==> config.mk <==
export PLATFORM = sky130hd
export DESIGN_NAME = rate_gen_dio_autocal_ctrl
export DESIGN_NICKNAME = d
export VERILOG_FILES = /design/src/rate_gen_dio_autocal_ctrl.v /design/src/rate_divider.v
export VERILOG_INCLUDE_DIRS = /design/src
export SDC_FILE = /design/constraint.sdc
export NUM_CORES = 1
export LEC_CHECK = 0
export BUFFER_PORTS_ARGS = -buffer_cell sky130_fd_sc_hd__clkbuf_2
export CAP_MARGIN = 20
export CORE_UTILIZATION = 55
export DETAILED_ROUTE_END_ITERATION = 8
export PLACE_DENSITY = 0.8
export SLEW_MARGIN = 15
export SYNTH_ARGS = -nofsm -noshare
export SYNTH_HDL_FRONTEND = slang
export SYNTH_SLANG_ARGS = --single-unit
==> constraint.sdc <==
create_clock -name sys_clk -period 3.41 [get_ports sys_clk]
set_input_delay 0.5115 -clock sys_clk [delete_from_list [all_inputs] [get_ports sys_clk]]
set_output_delay 0.5115 -clock sys_clk [all_outputs]
set_load 0.02 [all_outputs]
==> src/rate_dio_consts.vh <==
// Register offsets, field positions, reset values and timing counts
`ifndef RATE_DIO_CONSTS_VH
`define RATE_DIO_CONSTS_VH
`define OFS_PORT 8'h04
`define OFS_CTRL 8'h00
`define OFS_STATUS 8'h30
`define OFS_RATE_A 8'h4C
`define OFS_RATE_B 8'h50
`define CTRL_RATE_A_EN 0
`define CTRL_RATE_B_EN 1
`define CTRL_AUTOCAL 2
`define CTRL_CAL_PASS 3
`define CTRL_LAMP 4
`define PORT_DIR_LO 7
`define PORT_DIR_HI 15
`define STAT_CAL_SEL 0
`define STAT_CAL_RSP 16
`define RATE_A_RESET 24'h000200
`define RATE_B_RESET 24'h003000
`define CAL_TYPICAL_MS 7000
`define CAL_MAX_MS 10000
`define CLK_KHZ 125000
`define CAL_CYCLES (`CAL_TYPICAL_MS * `CLK_KHZ)
`endif

==> src/rate_gen_dio_autocal_ctrl.v <==
// Rate generators, digital port, autocalibration handshake and lamp control
//
// Contract
// - Two generators: sample clock and burst trigger.
// - Generator runs only while its enable set.
// - 24-bit divisor, upper byte reads zero.
// - Offsets 4Ch/50h, resets 200h and 3000h.
// - Output rate is clock over divisor.
// - Eight lines in two independently directed nibbles.
// - Direction bits D07, D15; high drives.
// - Bits 0-3, 8-11 map to lines uninverted.
// - Same polarity reading and writing.
// - Both nibbles come up as inputs.
// - Upper half reads zero; reserved reset zero.
// - Start bit begins calibration, self-clears at end.
// - Calibration lasts about seven, under ten seconds.
// - Completion event signalled in status.
// - Cal-done response D16, selected D00, sticky.
// - Correction values held in volatile storage.
// - Failure drops pass bit until next run.
// - Pass bit high from reset unless failure.
// - Analog outputs stay active during calibration.
// - Lamp follows its bit; resets on.
`timescale 1ns/1ns
`default_nettype none
`include "rate_dio_consts.vh"
module rate_gen_dio_autocal_ctrl #(
  parameter DIV_WIDTH = 24,
  parameter CAL_CYCLES = `CAL_CYCLES,
  parameter CORR_WORDS = 16
) (
  // Clock and reset
  input wire sys_clk,
  input wire resetn,
  // Local register port
  input wire [7:0] reg_addr,
  input wire reg_wr,
  input wire reg_rd,
  input wire [31:0] reg_wdata,
  output reg [31:0] reg_rdata,
  // Generator outputs
  output wire sample_clock_tick,
  output wire burst_trigger_tick,
  // Digital port pins
  input wire [7:0] aux_port_line_in,
  output reg [7:0] aux_port_line_out,
  output reg [7:0] aux_port_line_oe,
  // Calibration engine
  input wire cal_engine_fail,
  input wire cal_corr_valid,
  input wire [3:0] cal_corr_index,
  input wire [15:0] cal_corr_value,
  output reg cal_running,
  output wire analog_outputs_active,
  // Front panel
  output reg indicator_lamp_on
);
  localparam ST_IDLE = 2'b01;
  localparam ST_CAL = 2'b10;
  localparam CNT_W = 40;

  reg [DIV_WIDTH-1:0] sample_rate_divisor;
  reg [DIV_WIDTH-1:0] trigger_rate_divisor;
  reg rate_a_en;
  reg rate_b_en;
  reg restart_a;
  reg restart_b;
  reg cal_pass;
  reg [1:0] state;
  reg [CNT_W-1:0] cal_count;
  reg cal_done_sel;
  reg cal_done_rsp;
  reg cal_end;
  reg low_nibble_drive;
  reg high_nibble_drive;
  reg [2:0] rsv_lo;
  reg [2:0] rsv_hi;
  reg [7:0] port_out;
  reg [7:0] sync1;
  reg [7:0] sync2;
  reg [7:0] sync3;
  reg [7:0] port_in;
  reg [15:0] corr_mem [0:CORR_WORDS-1];
  wire wr_ctrl;
  wire wr_port;
  wire wr_stat;
  wire [31:0] ctrl_view;
  integer i;

  assign wr_ctrl = reg_wr && (reg_addr == `OFS_CTRL);
  assign wr_port = reg_wr && (reg_addr == `OFS_PORT);
  assign wr_stat = reg_wr && (reg_addr == `OFS_STATUS);
  assign analog_outputs_active = 1'b1;

  // Generators
  rate_divider #(.WIDTH(DIV_WIDTH)) u_rate_a (
    .sys_clk(sys_clk),
    .resetn(resetn),
    .enable(rate_a_en),
    .restart(restart_a),
    .divisor(sample_rate_divisor),
    .tick(sample_clock_tick)
  );
  rate_divider #(.WIDTH(DIV_WIDTH)) u_rate_b (
    .sys_clk(sys_clk),
    .resetn(resetn),
    .enable(rate_b_en),
    .restart(restart_b),
    .divisor(trigger_rate_divisor),
    .tick(burst_trigger_tick)
  );

  always @(posedge sys_clk) begin
    if (!resetn) begin
      sample_rate_divisor <= `RATE_A_RESET;
      trigger_rate_divisor <= `RATE_B_RESET;
      rate_a_en <= 1'b0;
      rate_b_en <= 1'b0;
      restart_a <= 1'b0;
      restart_b <= 1'b0;
      indicator_lamp_on <= 1'b1;
    end else begin
      restart_a <= reg_wr && (reg_addr == `OFS_RATE_A);
      restart_b <= reg_wr && (reg_addr == `OFS_RATE_B);
      if (reg_wr && reg_addr == `OFS_RATE_A)
        sample_rate_divisor <= reg_wdata[DIV_WIDTH-1:0];
      if (reg_wr && reg_addr == `OFS_RATE_B)
        trigger_rate_divisor <= reg_wdata[DIV_WIDTH-1:0];
      if (wr_ctrl) begin
        rate_a_en <= reg_wdata[`CTRL_RATE_A_EN];
        rate_b_en <= reg_wdata[`CTRL_RATE_B_EN];
        indicator_lamp_on <= reg_wdata[`CTRL_LAMP];
      end
    end
  end

  // Calibration sequencer; duration is the typical figure, inside the maximum
  always @(posedge sys_clk) begin
    if (!resetn) begin
      state <= ST_IDLE;
      cal_running <= 1'b0;
      cal_count <= {CNT_W{1'b0}};
      cal_pass <= 1'b1;
      cal_end <= 1'b0;
    end else begin
      cal_end <= 1'b0;
      case (state)
        ST_IDLE: begin
          if (wr_ctrl && reg_wdata[`CTRL_AUTOCAL]) begin
            state <= ST_CAL;
            cal_running <= 1'b1;
            cal_count <= {CNT_W{1'b0}};
            cal_pass <= 1'b1;
          end
        end
        ST_CAL: begin
          if (cal_engine_fail)
            cal_pass <= 1'b0;
          if (cal_count >= CAL_CYCLES - 1) begin
            state <= ST_IDLE;
            cal_running <= 1'b0;
            cal_end <= 1'b1;
          end else begin
            cal_count <= cal_count + 1'b1;
          end
        end
        default: begin
          state <= ST_IDLE;
          cal_running <= 1'b0;
        end
      endcase
    end
  end

  // Correction values, volatile
  always @(posedge sys_clk) begin
    if (cal_running && cal_corr_valid)
      corr_mem[cal_corr_index] <= cal_corr_value;
  end

  // Status: sticky response, set beats clear
  always @(posedge sys_clk) begin
    if (!resetn) begin
      cal_done_sel <= 1'b0;
      cal_done_rsp <= 1'b0;
    end else begin
      if (wr_stat)
        cal_done_sel <= reg_wdata[`STAT_CAL_SEL];
      if (cal_end && cal_done_sel)
        cal_done_rsp <= 1'b1;
      else if (wr_stat && (!reg_wdata[`STAT_CAL_RSP] || !reg_wdata[`STAT_CAL_SEL]))
        cal_done_rsp <= 1'b0;
    end
  end

  // Digital port
  always @(posedge sys_clk) begin
    if (!resetn) begin
      low_nibble_drive <= 1'b0;
      high_nibble_drive <= 1'b0;
      rsv_lo <= 3'h0;
      rsv_hi <= 3'h0;
      port_out <= 8'h00;
      sync1 <= 8'h00;
      sync2 <= 8'h00;
      sync3 <= 8'h00;
      port_in <= 8'h00;
      aux_port_line_out <= 8'h00;
      aux_port_line_oe <= 8'h00;
    end else begin
      sync1 <= aux_port_line_in;
      sync2 <= sync1;
      sync3 <= sync2;
      for (i = 0; i < 8; i = i + 1) begin
        if (sync2[i] == sync3[i])
          port_in[i] <= sync3[i];
      end
      if (wr_port) begin
        port_out <= {reg_wdata[11:8], reg_wdata[3:0]};
        rsv_lo <= reg_wdata[6:4];
        rsv_hi <= reg_wdata[14:12];
        low_nibble_drive <= reg_wdata[`PORT_DIR_LO];
        high_nibble_drive <= reg_wdata[`PORT_DIR_HI];
      end
      aux_port_line_out <= port_out;
      aux_port_line_oe <= {{4{high_nibble_drive}}, {4{low_nibble_drive}}};
    end
  end

  assign ctrl_view = {27'h0, indicator_lamp_on, cal_pass, cal_running, rate_b_en, rate_a_en};

  // Read mux; unmapped reads zero
  always @(posedge sys_clk) begin
    if (!resetn) begin
      reg_rdata <= 32'h00000000;
    end else if (reg_rd) begin
      case (reg_addr)
        `OFS_CTRL: reg_rdata <= ctrl_view;
        `OFS_PORT: reg_rdata <= {16'h0000, high_nibble_drive, rsv_hi,
          (high_nibble_drive ? port_out[7:4] : port_in[7:4]),
          low_nibble_drive, rsv_lo,
          (low_nibble_drive ? port_out[3:0] : port_in[3:0])};
        `OFS_STATUS: reg_rdata <= {15'h0000, cal_done_rsp, 15'h0000, cal_done_sel};
        `OFS_RATE_A: reg_rdata <= {8'h00, sample_rate_divisor};
        `OFS_RATE_B: reg_rdata <= {8'h00, trigger_rate_divisor};
        default: reg_rdata <= 32'h00000000;
      endcase
    end
  end
endmodule
`default_nettype wire

==> src/rate_divider.v <==
// One programmable rate generator emitting one-cycle pulses
`timescale 1ns/1ns
`default_nettype none
module rate_divider #(
  parameter WIDTH = 24
) (
  // Clock and reset
  input wire sys_clk,
  input wire resetn,
  // Control
  input wire enable,
  input wire restart,
  input wire [WIDTH-1:0] divisor,
  // Output
  output reg tick
);
  reg [WIDTH-1:0] count;
  always @(posedge sys_clk) begin
    if (!resetn || !enable || restart) begin
      count <= {WIDTH{1'b0}};
      tick <= 1'b0;
    end else if (count + 1'b1 >= divisor) begin
      count <= {WIDTH{1'b0}};
      tick <= 1'b1;
    end else begin
      count <= count + 1'b1;
      tick <= 1'b0;
    end
  end
endmodule
`default_nettype wire

==> results of run 1 <==
==> worst register-to-register path, stage by stage, from the launching register on <==
cell and delay, ps:
dfxtp_1 420, and4_1 260, nand4_1 140, or4b_1 550
xnor2_1 260, ha_1 300, a21o_1 180, a21o_1 170
a21oi_1 130, o21a_1 160, o211ai_1 120, buf_4 220
and2_1 150
==> where the power goes <==
group / internal [mW] / switching [mW] / leakage, nW / total (mW)
sequential: 2.72 / 0.00891 / 1.87 / 2.73
combinational: 0.0424 / 0.0996 / 2.43 / 0.142
clock: 1.77 / 1.10 / 0.442 / 2.87
==> path summary, 6_finish.rpt <==
path	start	to	slack (ps)
hold / removal	aux_port_line_in[0]	sync1[0]	190
hold reg to reg	restart_a	u_rate_a.count[0]	420
setup reg to reg	u_rate_a.count[5]	u_rate_a.tick	240
setup / recovery	u_rate_a.count[5]	u_rate_a.tick	240
==> state kept, by name, indices dropped and copies added, names as in the netlist, 24 cells and up <==
name and cells:
trigger_rate_divisor 24, u_rate_b.count 24, cal_count 40, reg_rdata 24
sample_rate_divisor 24, u_rate_a.count 24
==> placed cells by master, fill, tap and decap left out, drive strengths merged, types with 5 or more instances in the layout <==
cell    netlist  routed
and4         12      12
ha           51      51
a22oi        11      11
xnor2        25      25
o21ai        44      44
inv          61      63
nor4         12      12
nor3         16      16
o211ai       10      10
a21oi        93      93
and3          9       9
nand2       225     225
nor3b        23      23
a31oi        17      17
clkinv        1      11
bufinv        0       5
or3           9       9
nand4        30      30
nand3        60      60
a21o         15      15
nand2b        7       7
xor2         21      21
mux2          7       7
a222oi       15      15
clkbuf       41     115
buf          41      21
nor2         69      69
a211oi       11      11
and2         52      52
dfxtp       231     231
conb          2       9
==> through the flow <==
step                      worst slack (ps)  hold WS (ps)  cell area [sq um]
final                                  245           189              12000
after global routing                  40.5           179              12000
after CTS                              185           177              12000
after detailed placement               251           414              11100
after global placement                 301           407              11100
after floorplan                        534           398              10700
==> cell families after synthesis <==
group,Yosys count,synth area share [%]
compound gates,242,14.7
xor+xnor,46,3.79
fa+ha+maj,51,6.00
buf+inv,144,6.35
flops,231,43.5
mux,8,0.836
other cells,2,0.0707
simple gates,531,24.8
==> layout make-up <==
| cell class | instances | area [sq um] |
|---|---|---|
| flip-flops and latches | 231 | 4620 |
| fillers | 1577 | 6810 |
| diodes | 1 | 2.50 |
| well taps | 260 | 325 |
| inverters | 62 | 233 |
| multi-input cells | 887 | 5360 |
| clock inverters | 17 | 229 |
| clock buffers | 27 | 653 |
| repair buffers | 109 | 598 |
==> layer usage <==
layer	up-vias	GRT usage, %
met1	4299	32.3
met5	-	0
met2	296	45.5
met4	4	10.1
met3	64	4.55
li1	4462	-
==> what timing repair did <==
item / in CTS / in global routing
endpoints found under the setup margin: 0 / 25
buffers inserted: 0 / 2
resized for setup: 0 / 1
==> reports/metrics.csv, run 1 <==
metric,value,unit
final worst path period need,3170,ps
initial antenna violation count,3,
vias in the first global route,8666,
Pre-antenna DRT Iters,6,
Routed met2 length,12300,um
relative slew slack,37.6,%
# port buffers,88,
row count,50,
Synth Cell Area,10600,sq um
post-route met1 wirelength,10800,um
Cell variety after synth,66,
H-tree level count,1,
Startpoint Class,register,
io pins,127,
"CP delay by family, top",simple AND/OR/NAND/NOR gates,
synth-to-layout area growth,13.1,%
DR vias,9125,
R2R depth,12,
Worst-path clk slew,60,ps
first-pass GRT wire length,42200,um
WP data arrival,3590,ps
final core occ,63.8,%
"count leader, synth",dfxtp_1,
Initial Utilization,56.4,%
clock buffer depth,3,
share of cells above drive strength 1,13.2,%
CTS hold repair buffers,0,
post-route insts no fill,1594,
Crit Path Max Fanout,20,
Clock Sinks,231,
main flop type after synthesis,dfxtp_1,
Total Routing Usage GR,26.2,%
Residual DRC,0,
GPL Wtd Cong,0.862,
Tot Pwr,5.73,mW
Die X,141,um
Pwr per Cell Area,477,nW/um^2
ys async rst share,0,%
final setup fails,0,
Routed WL per cell,16.1,um
Slew Limit Fails,0,
Synth area leader,dfxtp_1,
CP Depth,12,
Root Driver,clkbuf_16,
Final nets,1441,
Top Metal Used,met5,
max-capacitance violation count,0,
Synth Register Bits,231,
"slowest stage delay, CP",550,ps
WL met3,1560,um
peak supply drop,0.000418,V
Post-synth EDFFs,0,
CP endpoint kind,register,
top post-synthesis cells by count,"231 x dfxtp_1, 224 x nand2_1, 93 x a21oi_1",
Worst Tran Pin Value,933,ps
WP buf/inv,1,
max frequency,316,MHz
Worst Clk Skew,16.3,ps
CTS tree,built,
Mapped Cells,1255,
share of the synthesized area in the top cell type,43.5,%
gr ovfl total,0,
RSZ-0062 raised after global routing,no,
Hold Crit Depth,2,
DRT iter0 DRCs,706,
die height,141,um
detailed placement HPWL,17800,um
Vias/cell,5.72,
most frequent CP cell,a21o_1,
Area contributors post-synth,"dfxtp_1 44%, nand2_1 7.9%, ha_1 6.0%, a21oi_1 4.4%, and2_1 3.1%",
Static Leakage,4.74,nW
Final Cycle Share,92.8,%
Die ar.,19900,sq um
final hold violation count,0,
Mapped Avg Cell Area,8.47,sq um
"Data required, critical path",3830,ps
Crit Path Class,register to register,
post-synthesis sequential area ratio,43.5,%
status,completed,
Sum Neg Setup Slack,0,ps
Ys Warns,0,
antenna-violating nets left,0,
largest net degree at the start of global routing,53,
Routed WL,25700,um
Core Region,18800,sq um
cts bufs inserted,25,
worst-path cell chain,"and4_1, nand4_1, or4b_1, xnor2_1, ha_1, a21o_1, a21o_1, a21oi_1, o21a_1, o211ai_1, buf_4, and2_1",
clock latency on the worst-skew pair,520,ps
Crit-path slowest cell,or4b_1,
placed cells,1547,
HP Class,input pin to register,
Power figures use the tool's default switching activity.
==> inputs of run 2 (changes only) <==
--- a/config.mk
+++ b/config.mk
@@ -8,9 +8,9 @@
 export LEC_CHECK = 0
 export BUFFER_PORTS_ARGS = -buffer_cell sky130_fd_sc_hd__clkbuf_2
 export CAP_MARGIN = 20
-export CORE_UTILIZATION = 55
+export CORE_UTILIZATION = 32
 export DETAILED_ROUTE_END_ITERATION = 8
-export PLACE_DENSITY = 0.8
+export PLACE_DENSITY = 0.53
 export SLEW_MARGIN = 15
 export SYNTH_ARGS = -nofsm -noshare
 export SYNTH_HDL_FRONTEND = slang
==> constraint.sdc (replaced) <==
create_clock -name sys_clk -period 3.32 [get_ports sys_clk]
set_input_delay 0.498 -clock sys_clk [delete_from_list [all_inputs] [get_ports sys_clk]]
set_output_delay 0.498 -clock sys_clk [all_outputs]
set_load 0.02 [all_outputs]
==> run 2 against run 1 <==
  * Non-clock buffer count up 7
  * Register-to-register slack worse by 20 ps
  * Sequential share of layout area down 0.78 points
  * First-iteration DRC count down 9.2%
  * Clock-buffer cell count up 11
  * Clock power down 7.0%
  * Die area up 71%
  * Combinational power up 3%
  * Worst hold slack worse by 9.0 ps
  * Sequential power up 3%
  * Global-route usage down 10 points
==> reports/metrics.csv, run 2 (synthesis results as in run 1) <==
metric,value,unit,change
WP data arrival,3520,ps,was 3590 ps
"Data required, critical path",3750,ps,was 3830 ps
HP Class,input pin to register,,unchanged
Worst Clk Skew,12.5,ps,was 16.3 ps
antenna-violating nets left,0,,unchanged
clock group share of total power,47.5,%,was 50.0%
Largest register FFs,40,,unchanged
final hold violation count,0,,unchanged
# port buffers,88,,unchanged
final setup fails,0,,unchanged
Die X,184,um,was 141 um
initial antenna violation count,0,,was 3
highest-count cells in the layout ignoring fill and taps,"229 x dfxtp_1, 224 x nand2_1, 93 x a21oi_1",,"was 231 x dfxtp_1, 224 x nand2_1, 93 x a21oi_1"
combinational power share,2.6,%,was 2.5%
register share of total power,49.9,%,was 47.5%
Worst-path clk slew,60,ps,about the same
"commonest non-fill, non-tap cell in the layout",dfxtp_1,,unchanged
Vias/cell,4.91,,was 5.72
Root Driver,clkbuf_16,,unchanged
detailed placement HPWL,19100,um,was 17800 um
Pre-antenna DRT Iters,5,,was 6
Final nets,1449,,was 1441
Seq. cell area,4630,sq um,was 4620 sq um
worst-path cell chain,"and4_4, nand4_1, or4b_4, xnor2_4, ha_1, a21o_1, a21o_1, a21oi_1, o21a_1, o211ai_1, buf_4, nor4_1",,"was and4_1, nand4_1, or4b_1, xnor2_1, ha_1, a21o_1, a21o_1, a21oi_1, o21a_1, o211ai_1, buf_4, and2_1"
share of cells above drive strength 1,14.1,%,was 13.2%
Clock Sinks,231,,unchanged
Sum Neg Setup Slack,0,ps,unchanged
"slowest stage delay, CP",580,ps,was 550 ps
Initial Utilization,32.6,%,was 56.4%
io pins,127,,unchanged
gr ovfl total,0,,unchanged
peak supply drop,0.000248,V,was 0.000418 V
DR vias,8757,,was 9125
Die ar.,33900,sq um,was 19900 sq um
GPL Wtd Cong,0.805,,was 0.862
switching share of power,22.1,%,was 21.1%
most frequent CP cell,a21o_1,,unchanged
worst setup path startpoint,u_rate_a.count[7],,was u_rate_a.count[5]
status,completed,,unchanged
relative slew slack,29.3,%,was 37.6%
Residual DRC,0,,unchanged
Static Leakage,4.74,nW,about the same
first-pass GRT wire length,44100,um,was 42200 um
multi-input logic area,5410,sq um,was 5360 sq um
origin of the critical flop-to-flop path,u_rate_a.count[7],,was u_rate_a.count[5]
Worst Tran Pin Value,1060,ps,was 933 ps
H-tree level count,1,,unchanged
RSZ-0062 raised after global routing,no,,unchanged
hold_ws,180,ps,was 189 ps
Crit-path slowest cell,or4b_4,,was or4b_1
cts bufs inserted,26,,was 25
Final Cycle Share,93.3,%,was 92.8%
antenna diode count,0,,was 1
Startpoint Class,register,,unchanged
synth-to-layout area growth,15.5,%,was 13.1%
Core Region,32600,sq um,was 18800 sq um
Crit Path Max Fanout,5,,was 20
Pwr per Cell Area,458,nW/um^2,was 477 nW/um^2
max frequency,323,MHz,was 316 MHz
"CP delay by family, top",simple AND/OR/NAND/NOR gates,,unchanged
internal power,4.38,mW,was 4.53 mW
Hold Path Origin,aux_port_line_in[7],,was aux_port_line_in[0]
CP endpoint kind,register,,unchanged
Slew Limit Fails,0,,unchanged
DRT iter0 DRCs,641,,was 706
row count,66,,was 50
WP buf/inv,1,,unchanged
clock latency on the worst-skew pair,530,ps,was 520 ps
final worst path period need,3100,ps,was 3170 ps
vias in the first global route,8408,,was 8666
Biggest register,cal_count,,unchanged
max-capacitance violation count,0,,unchanged
Routed WL,27100,um,was 25700 um
largest net degree at the start of global routing,88,,was 53
FILL cells,3324,,was 1577
die height,184,um,was 141 um
Psw,1.24,mW,was 1.21 mW
CTS tree,built,,unchanged
Routed WL per cell,15.2,um,was 16.1 um
Tot Pwr,5.62,mW,was 5.73 mW
clock buffer depth,3,,unchanged
Crit Path Class,register to register,,unchanged
Total Routing Usage GR,16.2,%,was 26.2%
==> run 2: through the flow <==
step	instances	utilization [%]	setup WS [ps]	area (sq um)
finish	1782	37.6	222	12300
global route	1782	37.6	5.59	12300
CTS	1781	37.4	124	12200
detailed placement	1737	35.0	149	11400
global placement	1737	35.0	195	11400
floorplan	1262	-	444	10700
==> run 2: worst register-to-register path, stage by stage, from the launching register on <==
cell and delay (ps):
dfxtp_1 360, and4_4 250, nand4_1 140, or4b_4 580, xnor2_4 200, ha_1 270, a21o_1 190, a21o_1 170
a21oi_1 150, o21a_1 170, o211ai_1 130, buf_4 180, nor4_1 200
==> run 2: layout make-up <==
| type | instances | area share, % |
|---|---|---|
| clock inverters | 6 | 0.336 |
| inverters | 62 | 1.90 |
| flip-flops and latches | 231 | 37.7 |
| repair buffers | 116 | 5.43 |
| clock buffers | 38 | 6.07 |
| multi-input cells | 887 | 44.1 |
| well taps | 442 | 4.50 |
==> run 2: worst paths after layout <==
check,slack [ps],cells past startpoint,to
worst min-delay path,180,2,sync1[7]
worst max-delay path,220,12,u_rate_a.count[0]
worst min register to register,420,1,u_rate_a.count[0]
worst max register to register,220,12,u_rate_a.count[0]
==> run 2: per-layer routing <==
| metal | part of all wire (%) | routed length, um | GRT usage (%) |
|---|---|---|---|
| met3 | 4.2 | 1130 | 2.13 |
| met4 | 2.2 | 582 | 4.43 |
| met5 | 0 | 0 | 0 |
| met1 | 47 | 12700 | 21.2 |
| met2 | 47 | 12600 | 27.8 |
==> run 2: power by group through the flow <==
| stage | clock network (mW) | logic (mW) | registers (mW) |
|---|---|---|---|
| 2_1_floorplan | 0 | 0.0758 | 2.87 |
| 3_3_place_gp | 0 | 0.147 | 2.86 |
| 3_5_place_dp | 0 | 0.147 | 2.86 |
| 4_1_cts | 2.75 | 0.148 | 2.80 |
| 5_1_grt | 2.86 | 0.161 | 2.80 |
| 6_report | 2.67 | 0.146 | 2.80 |
==> run 2: repair_timing <==
| item | in CTS | in global routing |
|---|---|---|
| hold buffers | 0 | 0 |
| setup endpoints to repair | 0 | 43 |
| buffers inserted | 0 | 1 |
| gates resized for setup | 0 | 14 |
